[config.mk]
export PLATFORM = sky130hd
export DESIGN_NAME = updown_base_timer
export DESIGN_NICKNAME = d
export VERILOG_FILES = /design/src/base_timer_pkg.sv /design/src/pin_sync.sv /design/src/updown_base_timer.sv /design/src/wb_regs.sv
export SDC_FILE = /design/constraint.sdc
export NUM_CORES = 1
export LEC_CHECK = 0
export BUFFER_PORTS_ARGS = -buffer_cell sky130_fd_sc_hd__buf_4
export CAP_MARGIN = 20
export CORE_UTILIZATION = 54
export DETAILED_ROUTE_END_ITERATION = 12
export PLACE_DENSITY = 0.8
export SYNTH_ARGS = -nofsm -noshare
export SYNTH_HDL_FRONTEND = slang
export SYNTH_SLANG_ARGS = --single-unit
[constraint.sdc]
create_clock -name clk_i -period 3 [get_ports clk_i]
set_clock_uncertainty 0.15 [all_clocks]
set_input_delay 0.3 -clock clk_i [delete_from_list [all_inputs] [get_ports clk_i]]
set_output_delay 0.3 -clock clk_i [all_outputs]
set_load 0.005 [all_outputs]
[src/base_timer_pkg.sv]
package base_timer_pkg;
  // ==========================================================
  // Register map (word offsets, byte addresses)
  localparam logic [3:0] REG_CTRL_OFS = 4'h0;
  localparam logic [3:0] REG_CMP0_OFS = 4'h4;
  localparam logic [3:0] REG_COUNT_OFS = 4'h8;
  localparam logic [3:0] REG_STATUS_OFS = 4'hC;
  // ==========================================================
  // Control register field positions
  localparam int CTRL_GLOBAL_START_BIT = 0;
  localparam int CTRL_GROUP_START_BIT = 1;
  localparam int CTRL_MATCH_RESET_BIT = 2;
  localparam int CTRL_DIR_LO_BIT = 5;
  localparam int CTRL_DIR_HI_BIT = 6;
  // ==========================================================
  // Count direction modes
  localparam logic [1:0] MODE_UP = 2'h0;
  localparam logic [1:0] MODE_UPDOWN = 2'h1;
  localparam logic [1:0] MODE_TWO_PHASE = 2'h2;
  localparam logic [1:0] MODE_RESERVED = 2'h3;
  // ==========================================================
  // Count limits and reset values
  localparam logic [15:0] COUNT_MAX = 16'hFFFF;
  localparam logic [15:0] COUNT_MIN = 16'h0000;
  localparam logic [15:0] COUNT_RESET = 16'h0000;
  localparam logic [1:0] MATCH_DELAY_COUNTS = 2'h2;
  // Status bit positions
  localparam int STAT_RUNNING_BIT = 0;
  localparam int STAT_DOWN_BIT = 1;
  localparam int STAT_EXT_RESET_BIT = 2;
endpackage

[src/pin_sync.sv]
`timescale 1ns/100ps
// ==========================================================
// Two-stage synchroniser for asynchronous pin levels
module pin_sync #(
  parameter int WIDTH = 2
) (
  input wire logic clk_i,
  input wire logic rst_i,
  input wire logic [WIDTH-1:0] async_i,
  output logic [WIDTH-1:0] sync_o
);
  logic [WIDTH-1:0] meta_q;
  logic [WIDTH-1:0] meta_d;
  logic [WIDTH-1:0] sync_q;
  logic [WIDTH-1:0] sync_d;

  // Reset to the idle high level so pins do not fake a reset
  always_comb
  begin
    meta_d = async_i;
    sync_d = meta_q;
  end

  always_ff @(posedge clk_i)
  begin
    if (rst_i)
    begin
      meta_q <= '1;
      sync_q <= '1;
    end
    else
    begin
      meta_q <= meta_d;
      sync_q <= sync_d;
    end
  end

  assign sync_o = sync_q;
endmodule

[src/updown_base_timer.sv]
// Behaviour
// - Two direction bits: 00 up, 01 up/down, 10 two-phase, 11 unused.
// - Counting starts once global or group start bit is written 1.
// - Up/down mode: count reaching FFFFh reverses into decrementing.
// - Up/down mode, match reset enabled: decrement starts two counts after compare zero match.
// - Up/down mode: decrementing count reaching 0000h turns back up.
// - Low level on either external interrupt pin clears the count.
`timescale 1ns/100ps
module updown_base_timer (
  input wire logic clk_i,
  input wire logic rst_i,
  input wire logic cyc_i,
  input wire logic stb_i,
  input wire logic we_i,
  input wire logic [3:0] adr_i,
  input wire logic [3:0] sel_i,
  input wire logic [31:0] dat_i,
  output logic [31:0] dat_o,
  output logic ack_o,
  input wire logic count_src_i,
  input wire logic phase_a_i,
  input wire logic phase_b_i,
  input wire logic ext_irq_pin_a_n_i,
  input wire logic ext_irq_pin_b_n_i,
  output logic [15:0] count_o,
  output logic count_down_o
);
  // ==========================================================
  // Direction state machine
  typedef enum logic [1:0] {
    DIR_UP = 2'b01,
    DIR_DOWN = 2'b10
  } dir_t;

  logic [7:0] ctrl;
  logic [15:0] compare_reg_zero;
  logic [4:0] pins_s;
  logic count_dir_sel_lo;
  logic count_dir_sel_hi;
  logic [1:0] mode;
  logic running;
  logic ext_reset;
  logic match_reset_enable;
  logic tick;
  logic src_prev_q;
  logic src_prev_d;
  logic a_prev_q;
  logic a_prev_d;
  logic [15:0] count_q;
  logic [15:0] count_d;
  dir_t dir_q;
  dir_t dir_d;
  logic [1:0] match_cnt_q;
  logic [1:0] match_cnt_d;
  logic match_arm_q;
  logic match_arm_d;
  logic qa_step;
  logic qa_up;

  // Step of one count in the selected direction
  function automatic logic [15:0] step(input logic [15:0] v, input logic up);
    step = up ? v + 16'h0001 : v - 16'h0001;
  endfunction

  // ==========================================================
  // Register slave
  wb_regs u_regs (
    .clk_i(clk_i),
    .rst_i(rst_i),
    .cyc_i(cyc_i),
    .stb_i(stb_i),
    .we_i(we_i),
    .adr_i(adr_i),
    .sel_i(sel_i),
    .dat_i(dat_i),
    .dat_o(dat_o),
    .ack_o(ack_o),
    .ctrl_o(ctrl),
    .cmp0_o(compare_reg_zero),
    .count_i(count_q),
    .status_i({ext_reset, dir_q == DIR_DOWN, running})
  );

  // ==========================================================
  // Every pin level passes two flops before use
  pin_sync #(
    .WIDTH(5)
  ) u_sync (
    .clk_i(clk_i),
    .rst_i(rst_i),
    .async_i({count_src_i, phase_a_i, phase_b_i, ext_irq_pin_a_n_i, ext_irq_pin_b_n_i}),
    .sync_o(pins_s)
  );

  // Control field decode
  assign count_dir_sel_lo = ctrl[base_timer_pkg::CTRL_DIR_LO_BIT];
  assign count_dir_sel_hi = ctrl[base_timer_pkg::CTRL_DIR_HI_BIT];
  assign mode = {count_dir_sel_hi, count_dir_sel_lo};
  assign match_reset_enable = ctrl[base_timer_pkg::CTRL_MATCH_RESET_BIT];
  assign running = ctrl[base_timer_pkg::CTRL_GLOBAL_START_BIT]
                || ctrl[base_timer_pkg::CTRL_GROUP_START_BIT];
  assign ext_reset = !pins_s[1] || !pins_s[0];
  // Count-source rising edge is one count pulse
  assign tick = pins_s[4] && !src_prev_q;

  // Two-phase decode: a phase A edge counts, phase B picks direction
  always_comb
  begin
    qa_step = pins_s[3] != a_prev_q;
    qa_up = pins_s[3] ^ pins_s[2];
  end

  // ==========================================================
  // Counter, direction and match delay next values
  always_comb
  begin
    src_prev_d = pins_s[4];
    a_prev_d = pins_s[3];
    count_d = count_q;
    dir_d = dir_q;
    match_cnt_d = match_cnt_q;
    match_arm_d = match_arm_q;
    if (ext_reset)
    begin
      count_d = base_timer_pkg::COUNT_RESET;
      dir_d = DIR_UP;
      match_arm_d = 1'b0;
      match_cnt_d = 2'h0;
    end
    else if (!running)
    begin
      // Stopped: value holds, direction kept for resume
      count_d = count_q;
    end
    else
    begin
      case (mode)
        base_timer_pkg::MODE_UP:
        begin
          dir_d = DIR_UP;
          if (tick)
          begin
            count_d = step(count_q, 1'b1);
          end
        end
        base_timer_pkg::MODE_UPDOWN:
        begin
          if (tick)
          begin
            count_d = step(count_q, dir_q == DIR_UP);
            if (dir_q == DIR_UP)
            begin
              if (match_arm_q)
              begin
                // Keep climbing the extra counts past the match
                match_cnt_d = match_cnt_q + 2'h1;
                if (match_cnt_q + 2'h1 == base_timer_pkg::MATCH_DELAY_COUNTS)
                begin
                  dir_d = DIR_DOWN;
                  match_arm_d = 1'b0;
                  match_cnt_d = 2'h0;
                end
              end
              else if (match_reset_enable && count_q == compare_reg_zero)
              begin
                match_arm_d = 1'b1;
                match_cnt_d = 2'h1;
                if (base_timer_pkg::MATCH_DELAY_COUNTS == 2'h1)
                begin
                  dir_d = DIR_DOWN;
                  match_arm_d = 1'b0;
                end
              end
              if (count_q + 16'h0001 == base_timer_pkg::COUNT_MAX)
              begin
                dir_d = DIR_DOWN;
                match_arm_d = 1'b0;
                match_cnt_d = 2'h0;
              end
            end
            else if (count_q - 16'h0001 == base_timer_pkg::COUNT_MIN)
            begin
              dir_d = DIR_UP;
            end
          end
        end
        base_timer_pkg::MODE_TWO_PHASE:
        begin
          if (qa_step)
          begin
            count_d = step(count_q, qa_up);
            dir_d = qa_up ? DIR_UP : DIR_DOWN;
          end
        end
        default:
        begin
          // Unsupported combination: counter holds
          count_d = count_q;
        end
      endcase
    end
  end

  always_ff @(posedge clk_i)
  begin
    if (rst_i)
    begin
      // Same level as the synchroniser's reset, so no false pulse follows reset
      src_prev_q <= 1'b1;
      a_prev_q <= 1'b1;
      count_q <= base_timer_pkg::COUNT_RESET;
      dir_q <= DIR_UP;
      match_cnt_q <= 2'h0;
      match_arm_q <= 1'b0;
    end
    else
    begin
      src_prev_q <= src_prev_d;
      a_prev_q <= a_prev_d;
      count_q <= count_d;
      dir_q <= dir_d;
      match_cnt_q <= match_cnt_d;
      match_arm_q <= match_arm_d;
    end
  end

  assign count_o = count_q;
  assign count_down_o = dir_q == DIR_DOWN;
endmodule

[src/wb_regs.sv]
`timescale 1ns/100ps
// ==========================================================
// Classic Wishbone slave holding the timer's control state
module wb_regs (
  input wire logic clk_i,
  input wire logic rst_i,
  input wire logic cyc_i,
  input wire logic stb_i,
  input wire logic we_i,
  input wire logic [3:0] adr_i,
  input wire logic [3:0] sel_i,
  input wire logic [31:0] dat_i,
  output logic [31:0] dat_o,
  output logic ack_o,
  output logic [7:0] ctrl_o,
  output logic [15:0] cmp0_o,
  input wire logic [15:0] count_i,
  input wire logic [2:0] status_i
);
  logic [7:0] ctrl_q;
  logic [7:0] ctrl_d;
  logic [15:0] cmp0_q;
  logic [15:0] cmp0_d;
  logic ack_q;
  logic ack_d;
  logic [31:0] dat_q;
  logic [31:0] dat_d;
  logic take;

  // One-cycle answer; ack drops in the cycle after it is given
  assign take = cyc_i && stb_i && !ack_q;

  always_comb
  begin
    ctrl_d = ctrl_q;
    cmp0_d = cmp0_q;
    ack_d = take;
    dat_d = dat_q;
    if (take && we_i)
    begin
      if (adr_i == base_timer_pkg::REG_CTRL_OFS && sel_i[0])
      begin
        ctrl_d = dat_i[7:0];
      end
      if (adr_i == base_timer_pkg::REG_CMP0_OFS)
      begin
        if (sel_i[0])
        begin
          cmp0_d[7:0] = dat_i[7:0];
        end
        if (sel_i[1])
        begin
          cmp0_d[15:8] = dat_i[15:8];
        end
      end
    end
    if (take && !we_i)
    begin
      // Unmapped addresses read as zero and still ack
      case (adr_i)
        base_timer_pkg::REG_CTRL_OFS: dat_d = {24'h00_0000, ctrl_q};
        base_timer_pkg::REG_CMP0_OFS: dat_d = {16'h0000, cmp0_q};
        base_timer_pkg::REG_COUNT_OFS: dat_d = {16'h0000, count_i};
        base_timer_pkg::REG_STATUS_OFS: dat_d = {29'h0000_0000, status_i};
        default: dat_d = 32'h0000_0000;
      endcase
    end
  end

  always_ff @(posedge clk_i)
  begin
    if (rst_i)
    begin
      ctrl_q <= 8'h00;
      cmp0_q <= 16'h0000;
      ack_q <= 1'b0;
      dat_q <= 32'h0000_0000;
    end
    else
    begin
      ctrl_q <= ctrl_d;
      cmp0_q <= cmp0_d;
      ack_q <= ack_d;
      dat_q <= dat_d;
    end
  end

  assign dat_o = dat_q;
  assign ack_o = ack_q;
  assign ctrl_o = ctrl_q;
  assign cmp0_o = cmp0_q;
endmodule

==> results.ini, run 1 <==
[placement]
port-buffer-count = 65
gp_congestion = 0.903
dp_cells = 693
dpl.hpwl_um = 8190
pre_cts_ws_ns = 0.256
place_area_sq_um = 4920

[setup_path]
slowest_delay_ns = 0.47
startpoint_type = flop
cp.required_ns = 3.10
cpLargestDelayFamily = compound AO/OA/AOI/OAI gates
cp_num_buf_inv = 1
cp_max_fo = 8
path_class = reg -> reg
cp.arrival_ns = 2.90
crit_slowest_cell = o41a_1
path_cells = inv_1 > ha_1 > nor4b_4 > nand3_1 > o31ai_1 > mux2i_1 > o41a_1 > o21a_1 > a2111oi_2
critPathCaptureType = flop

[floorplanning]
core_area_sq_um = 7730
io_pins = 100
dieArea_sq_um = 8330
die_y_um = 91.3
num_rows = 32
fp.dieW_um = 91.3
start_util_pct = 55.7

[global_routing]
grt_pass1_wl_um = 19100
grt_pass1_vias = 4021
grt.overflow.total = 0
grt_start_max_net_pins = 56
grt_use_total_pct = 28.6
antenna_found_initial = 0

[status]
status = finished clean

[synthesis]
ys_ff_latch = 74
yosys-top-cells-area = dfxtp_1, nor2_1, mux2i_1, a21oi_1, a22oi_1
async_flop_share_pct = 0
syn_avg_cell_area_sq_um = 8.03
yosysTopAreaCell = dfxtp_1
ys_types = 58
yosys_warnings = 0
yosysTopAreaCellShare_pct = 34.4
synth_seq_area_share_pct = 34.4
synth-edff-count = 0
syn_inst = 536
ys.flop_type = dfxtp_1
netlist_area_sq_um = 4300

[finish]
fin_util_pct = 67.0
fin_nets = 665
num_antenna_cells = 0
syn_to_final_growth_pct = 20.3
fillers = 632
final_area_sq_um = 5180
layout-drive-gt1-share_pct = 22.1
layoutNonFillerInstCount = 714

[clock_tree]
cts.clk_slew.worst_paths_ns = 0.08
cts-resized-gates = 0
cts-htree-levels = 3
clock_tree.root_cell = clkbuf_8
cts.sinks = 74
cts_tree = done
cts_buffers = 9
clock_latency_ns = 0.36
clock_tree.buffer_depth = 2

[routing]
routed_wl_um = 11500
vias = 4322
drc = 0
wire_per_inst_um = 16.1
viasPerCell = 6.05
ant_nets = 0
drt-initial-drc-count = 325
dr.pass1.iters = 5

[sta]
fmax_mhz = 357
setup-violations-final = 0
drv_slew = 0
final_hold_viol_count = 0
finalSetupTns_ns = 0
finalCritPeriodShare_pct = 93.4
worstMarginPinSlew_ns = 0.658
slew_headroom_pct = 56.0
timing.final.crit_period_ns = 2.80
fin_ws_ns = 0.199
rsz0062_at_grt = no

[power_and_ir_drop]
ir_drop_mv = 0.310
power_density_nw_per_um2 = 371
p_leak_uw = 0.00217

[hold_path]
min_path_type = in -> reg

[run]
maxCapViolCount = 0

[metrics by stage]
stage	hold slack (ns)	total power [uW]
floorplan	0.239	1070
global placement	0.241	1100
detailed placement	0.243	1110
CTS	0.0157	1930
global route	0.0157	1990
finish	0.0191	1920
[worst register-to-register path, stage by stage (launching register included)]
cell,delay [ns]
dfxtp_1,0.34
inv_1,0.13
ha_1,0.33
nor4b_4,0.32
nand3_1,0.15
o31ai_1,0.22
mux2i_1,0.10
o41a_1,0.47
o21a_1,0.15
a2111oi_2,0.34
[final cells by class]
cell class	instances	area, sq um	share of cell area, %
tap	102	128	2.46
multi-input combinational	411	2560	49.5
sequential	74	1480	28.6
clock buffer	10	138	2.66
timing repair buffer	97	741	14.3
clock inverter	6	72.6	1.40
inverter	14	52.6	1.01
[cells by family after synthesis]
family	after synthesis	share of synthesized area, %
AOI/OAI and AO/OA	137	20.6
xor gates and xnor gates	29	5.90
adders and majority gates	8	2.33
buffers and inverters	66	7.44
DFF	74	34.4
muxes	27	6.28
other	1	0.0871
and+or+nand+nor	194	23.0
[cell usage after synthesis (all sizes together) (2+ instances only)]
library cell   n
nand2         34
and2           2
a41o           2
nand2b         3
mux2i         27
xnor2         18
clkbuf        25
or3            4
o211ai         2
or2           15
o21bai         2
nor2          76
nor4b          4
a311oi         2
a31oi          3
a221oi         4
and3           3
a211oi         7
nor3          15
o32ai          2
inv           14
a22oi         23
o221ai         3
nor4           6
buf           27
o31ai          2
nor2b          3
o21ai         23
xor2          11
o22ai          4
ha             8
nand3         12
dfxtp         74
a21oi         48
nand4         13
[worst paths after layout]
check | cells after the start | slack (ns) | startpoint | end
worst max-delay path | 9 | 0.20 | count_o[0] | dir_q[1]
worst min-delay path | 3 | 0.02 | dat_i[12] | u_regs.cmp0_o[12]
worst min register to register | 1 | 0.26 | u_sync.meta_q[2] | u_sync.sync_o[2]
worst max register to register | 9 | 0.20 | count_o[0] | dir_q[1]
[state kept, by name, indices dropped and copies added (netlist names)]
signal / count
match_cnt_q: 2
u_sync.sync_o: 5
match_arm_q: 1
u_regs.cmp0_o: 16
u_regs.ctrl_o: 8
dir_q: 2
src_prev_q: 1
count_o: 16
u_sync.meta_q: 5
u_regs.ack_o: 1
u_regs.dat_o: 16
a_prev_q: 1
[metal layers]
layer | track usage [%] | vias to the layer above | part of all wire [%]
li1 | - | 2027 | -
met1 | 37.1 | 2048 | 43
met2 | 46.0 | 215 | 47
met3 | 5.70 | 32 | 7.8
met4 | 12.3 | 0 | 2.4
met5 | 0 | - | 0
[repair_timing]
item | in CTS | in global routing
hold buffers | 5 | 0
hold endpoints to repair | 5 | 0
buffers inserted | 0 | 0
[placed cells by master (no fill, tap or decap), drive strengths merged, types with 5 or more instances in the layout]
cell type    instances
or2                 15
xor2                11
a22oi               23
ha                   8
xnor2               18
dfxtp               74
nand3               12
mux2i               27
nor2                76
nand4               13
conb                16
a21oi               48
nor3                15
clkbuf              10
buf                 92
a211oi               7
dlygate4sd3          5
o21ai               23
inv                 16
nor4                 6
nand2               34
[where the power goes]
part           leakage [uW]  internal [uW]  switching [uW]  total, uW
clock network      0.000103            416             415        830
registers          0.000599            989            3.02        992
logic               0.00147           44.9            51.2       96.1
No activity file was read; power rests on OpenSTA's default activity.
==> run 2: changes to the inputs <==
==> constraint.sdc (replaced) <==
create_clock -name clk_i -period 3 [get_ports clk_i]
set_clock_uncertainty 0.15 [all_clocks]
set_input_delay 0.6 -clock clk_i [delete_from_list [all_inputs] [get_ports clk_i]]
set_output_delay 0.6 -clock clk_i [all_outputs]
set_load 0.005 [all_outputs]
==> results.ini, run 2 (same netlist as run 1, synthesis figures left out) <==
[status]
status = finished clean  ; unchanged

[setup_path]
cp.arrival_ns = 2.93  ; was 2.90 ns
path_class = reg -> reg  ; unchanged
startpoint_type = flop  ; unchanged
reg2reg_to = dir_q[1]  ; unchanged
reg2reg_depth = 7  ; was 9
r2r-start = count_o[3]  ; was count_o[0]
cp.required_ns = 3.10  ; about the same
reg2reg_slack_ns = 0.17  ; was 0.20 ns
cp_max_fo = 11  ; was 8
critPathCaptureType = flop  ; unchanged

[finish]
multi_input_area_sq_um = 2570  ; was 2560 sq um
fillers = 660  ; was 632
seq_area_sq_um = 1480  ; about the same
fin_nets = 660  ; was 665
layout_commonest_cell = buf_4  ; unchanged
final_area_sq_um = 5120  ; was 5180 sq um
final_cell_mix = buf_4, nor2_1, dfxtp_1  ; unchanged
layout-drive-gt1-share_pct = 22.6  ; was 22.1%
layoutNonFillerInstCount = 709  ; was 714
num_antenna_cells = 0  ; unchanged
syn_to_final_growth_pct = 19.0  ; was 20.3%

[global_routing]
grt_pass1_vias = 4149  ; was 4,021
grt_util_met2_pct = 49.8  ; was 46.0%
grt_use_met3_pct = 5.78  ; was 5.70%
grt_use_total_pct = 29.3  ; was 28.6%
grt.overflow.total = 0  ; unchanged
grt_util_met1_pct = 36.1  ; was 37.1%
grt_pass1_wl_um = 19600  ; was 19,100 um
grt_start_max_net_pins = 56  ; unchanged
antenna_found_initial = 0  ; unchanged
top_usage_layer = met2  ; unchanged

[power_and_ir_drop]
p_leak_uw = 0.00214  ; was 0.00217 uW
power_density_nw_per_um2 = 370  ; was 371 nW/um^2
ir_drop_mv = 0.302  ; was 0.310 mV
p_total_uw = 1890  ; was 1920 uW

[clock_tree]
ctsHoldBuffers = 0  ; was 5
cts-htree-levels = 3  ; unchanged
clock_latency_ns = 0.35  ; was 0.36 ns
cts.clk_slew.worst_paths_ns = 0.08  ; about the same
cts_buffers = 9  ; unchanged
cts.sinks = 74  ; unchanged
clock_tree.root_cell = clkbuf_8  ; unchanged
cts_tree = done  ; unchanged
clock_tree.buffer_depth = 2  ; unchanged

[floorplanning]
core_area_sq_um = 7730  ; unchanged
num_rows = 32  ; unchanged
io_pins = 100  ; unchanged
start_util_pct = 55.7  ; unchanged
fp.dieW_um = 91.3  ; unchanged
dieArea_sq_um = 8330  ; unchanged
die_y_um = 91.3  ; unchanged

[sta]
timing.final.crit_period_ns = 2.83  ; was 2.80 ns
setup-violations-final = 0  ; unchanged
finalCritPeriodShare_pct = 94.3  ; was 93.4%
slew_headroom_pct = 55.9  ; was 56.0%
drv_slew = 0  ; unchanged
fin_ws_ns = 0.171  ; was 0.199 ns
final_hold_viol_count = 0  ; unchanged
worstMarginPinSlew_ns = 0.660  ; was 0.658 ns
rsz0062_at_grt = no  ; unchanged
finalSetupTns_ns = 0  ; unchanged
fmax_mhz = 353  ; was 357 MHz

[routing]
vias = 4318  ; was 4,322
drt-initial-drc-count = 395  ; was 325
dr.pass1.iters = 5  ; unchanged
wire_per_inst_um = 16.6  ; was 16.1 um
ant_nets = 0  ; unchanged
drc = 0  ; unchanged
routed_wl_um = 11800  ; was 11,500 um
viasPerCell = 6.09  ; was 6.05

[placement]
pre_cts_ws_ns = 0.166  ; was 0.256 ns
dp_cells = 692  ; was 693
port-buffer-count = 65  ; unchanged
place_area_sq_um = 4910  ; was 4920 sq um
dpl.hpwl_um = 8310  ; was 8190 um
gp_congestion = 0.926  ; was 0.903

[hold_path]
min_path_cells = 1  ; was 3
min_path_type = reg -> reg  ; was in -> reg
worst_hold_path.endpoint = u_sync.sync_o[4]  ; was u_regs.cmp0_o[12]
hp-start = u_sync.meta_q[4]  ; was dat_i[12]

[run]
maxCapViolCount = 0  ; unchanged

==> run 2: how the worst max path moves through the flow <==
stage                     startpoint  endpoint
after floorplan           count_o[0]  dir_q[1]
after global placement    count_o[2]  dir_q[1]
after detailed placement  count_o[2]  dir_q[1]
after CTS                 count_o[2]  dir_q[1]
after global routing      count_o[0]  dir_q[1]
final                     count_o[3]  dir_q[1]
==> run 2: cell type report <==
class | count | share of cell area, %
Clock inverter | 6 | 1.39
Tap cell | 102 | 2.49
Inverter | 14 | 1.03
Multi-Input combinational cell | 411 | 50.1
Sequential cell | 74 | 29.0
Timing Repair Buffer | 92 | 13.5
Clock buffer | 10 | 2.49
==> run 2: layer usage <==
layer	wire, um	part of all wire (%)
met5	0	0
met4	334	2.8
met3	1030	8.8
met2	5700	48
met1	4730	40
==> run 2: worst max-delay path: stages, from the launching register on <==
cell	delay [ns]
dfxtp_1	0.68
nand4_2	0.26
nor3_2	0.28
xnor2_1	0.16
a211o_1	0.29
o32a_1	0.37
o21a_1	0.20
a2111oi_2	0.35
==> run 2: power breakdown <==
group | switching [uW] | internal (uW) | total [uW]
sequential | 3.09 | 989 | 992
clock | 417 | 394 | 811
combinational | 50.5 | 40.8 | 91.3
==> run 2: what timing repair did <==
| item | in CTS | in global routing |
|---|---|---|
| gates resized for setup | 0 | 3 |
| buffers inserted | 0 | 1 |
| setup endpoints to repair | 0 | 1 |
==> run 2: per-stage QoR <==
stage / utilization (%) / hold WS, ns
finish: 66.3 / 0.263
global route: 66.3 / 0.252
CTS: 66.1 / 0.253
detailed placement: 63.5 / 0.243
global placement: 63.5 / 0.241
floorplan: - / 0.239
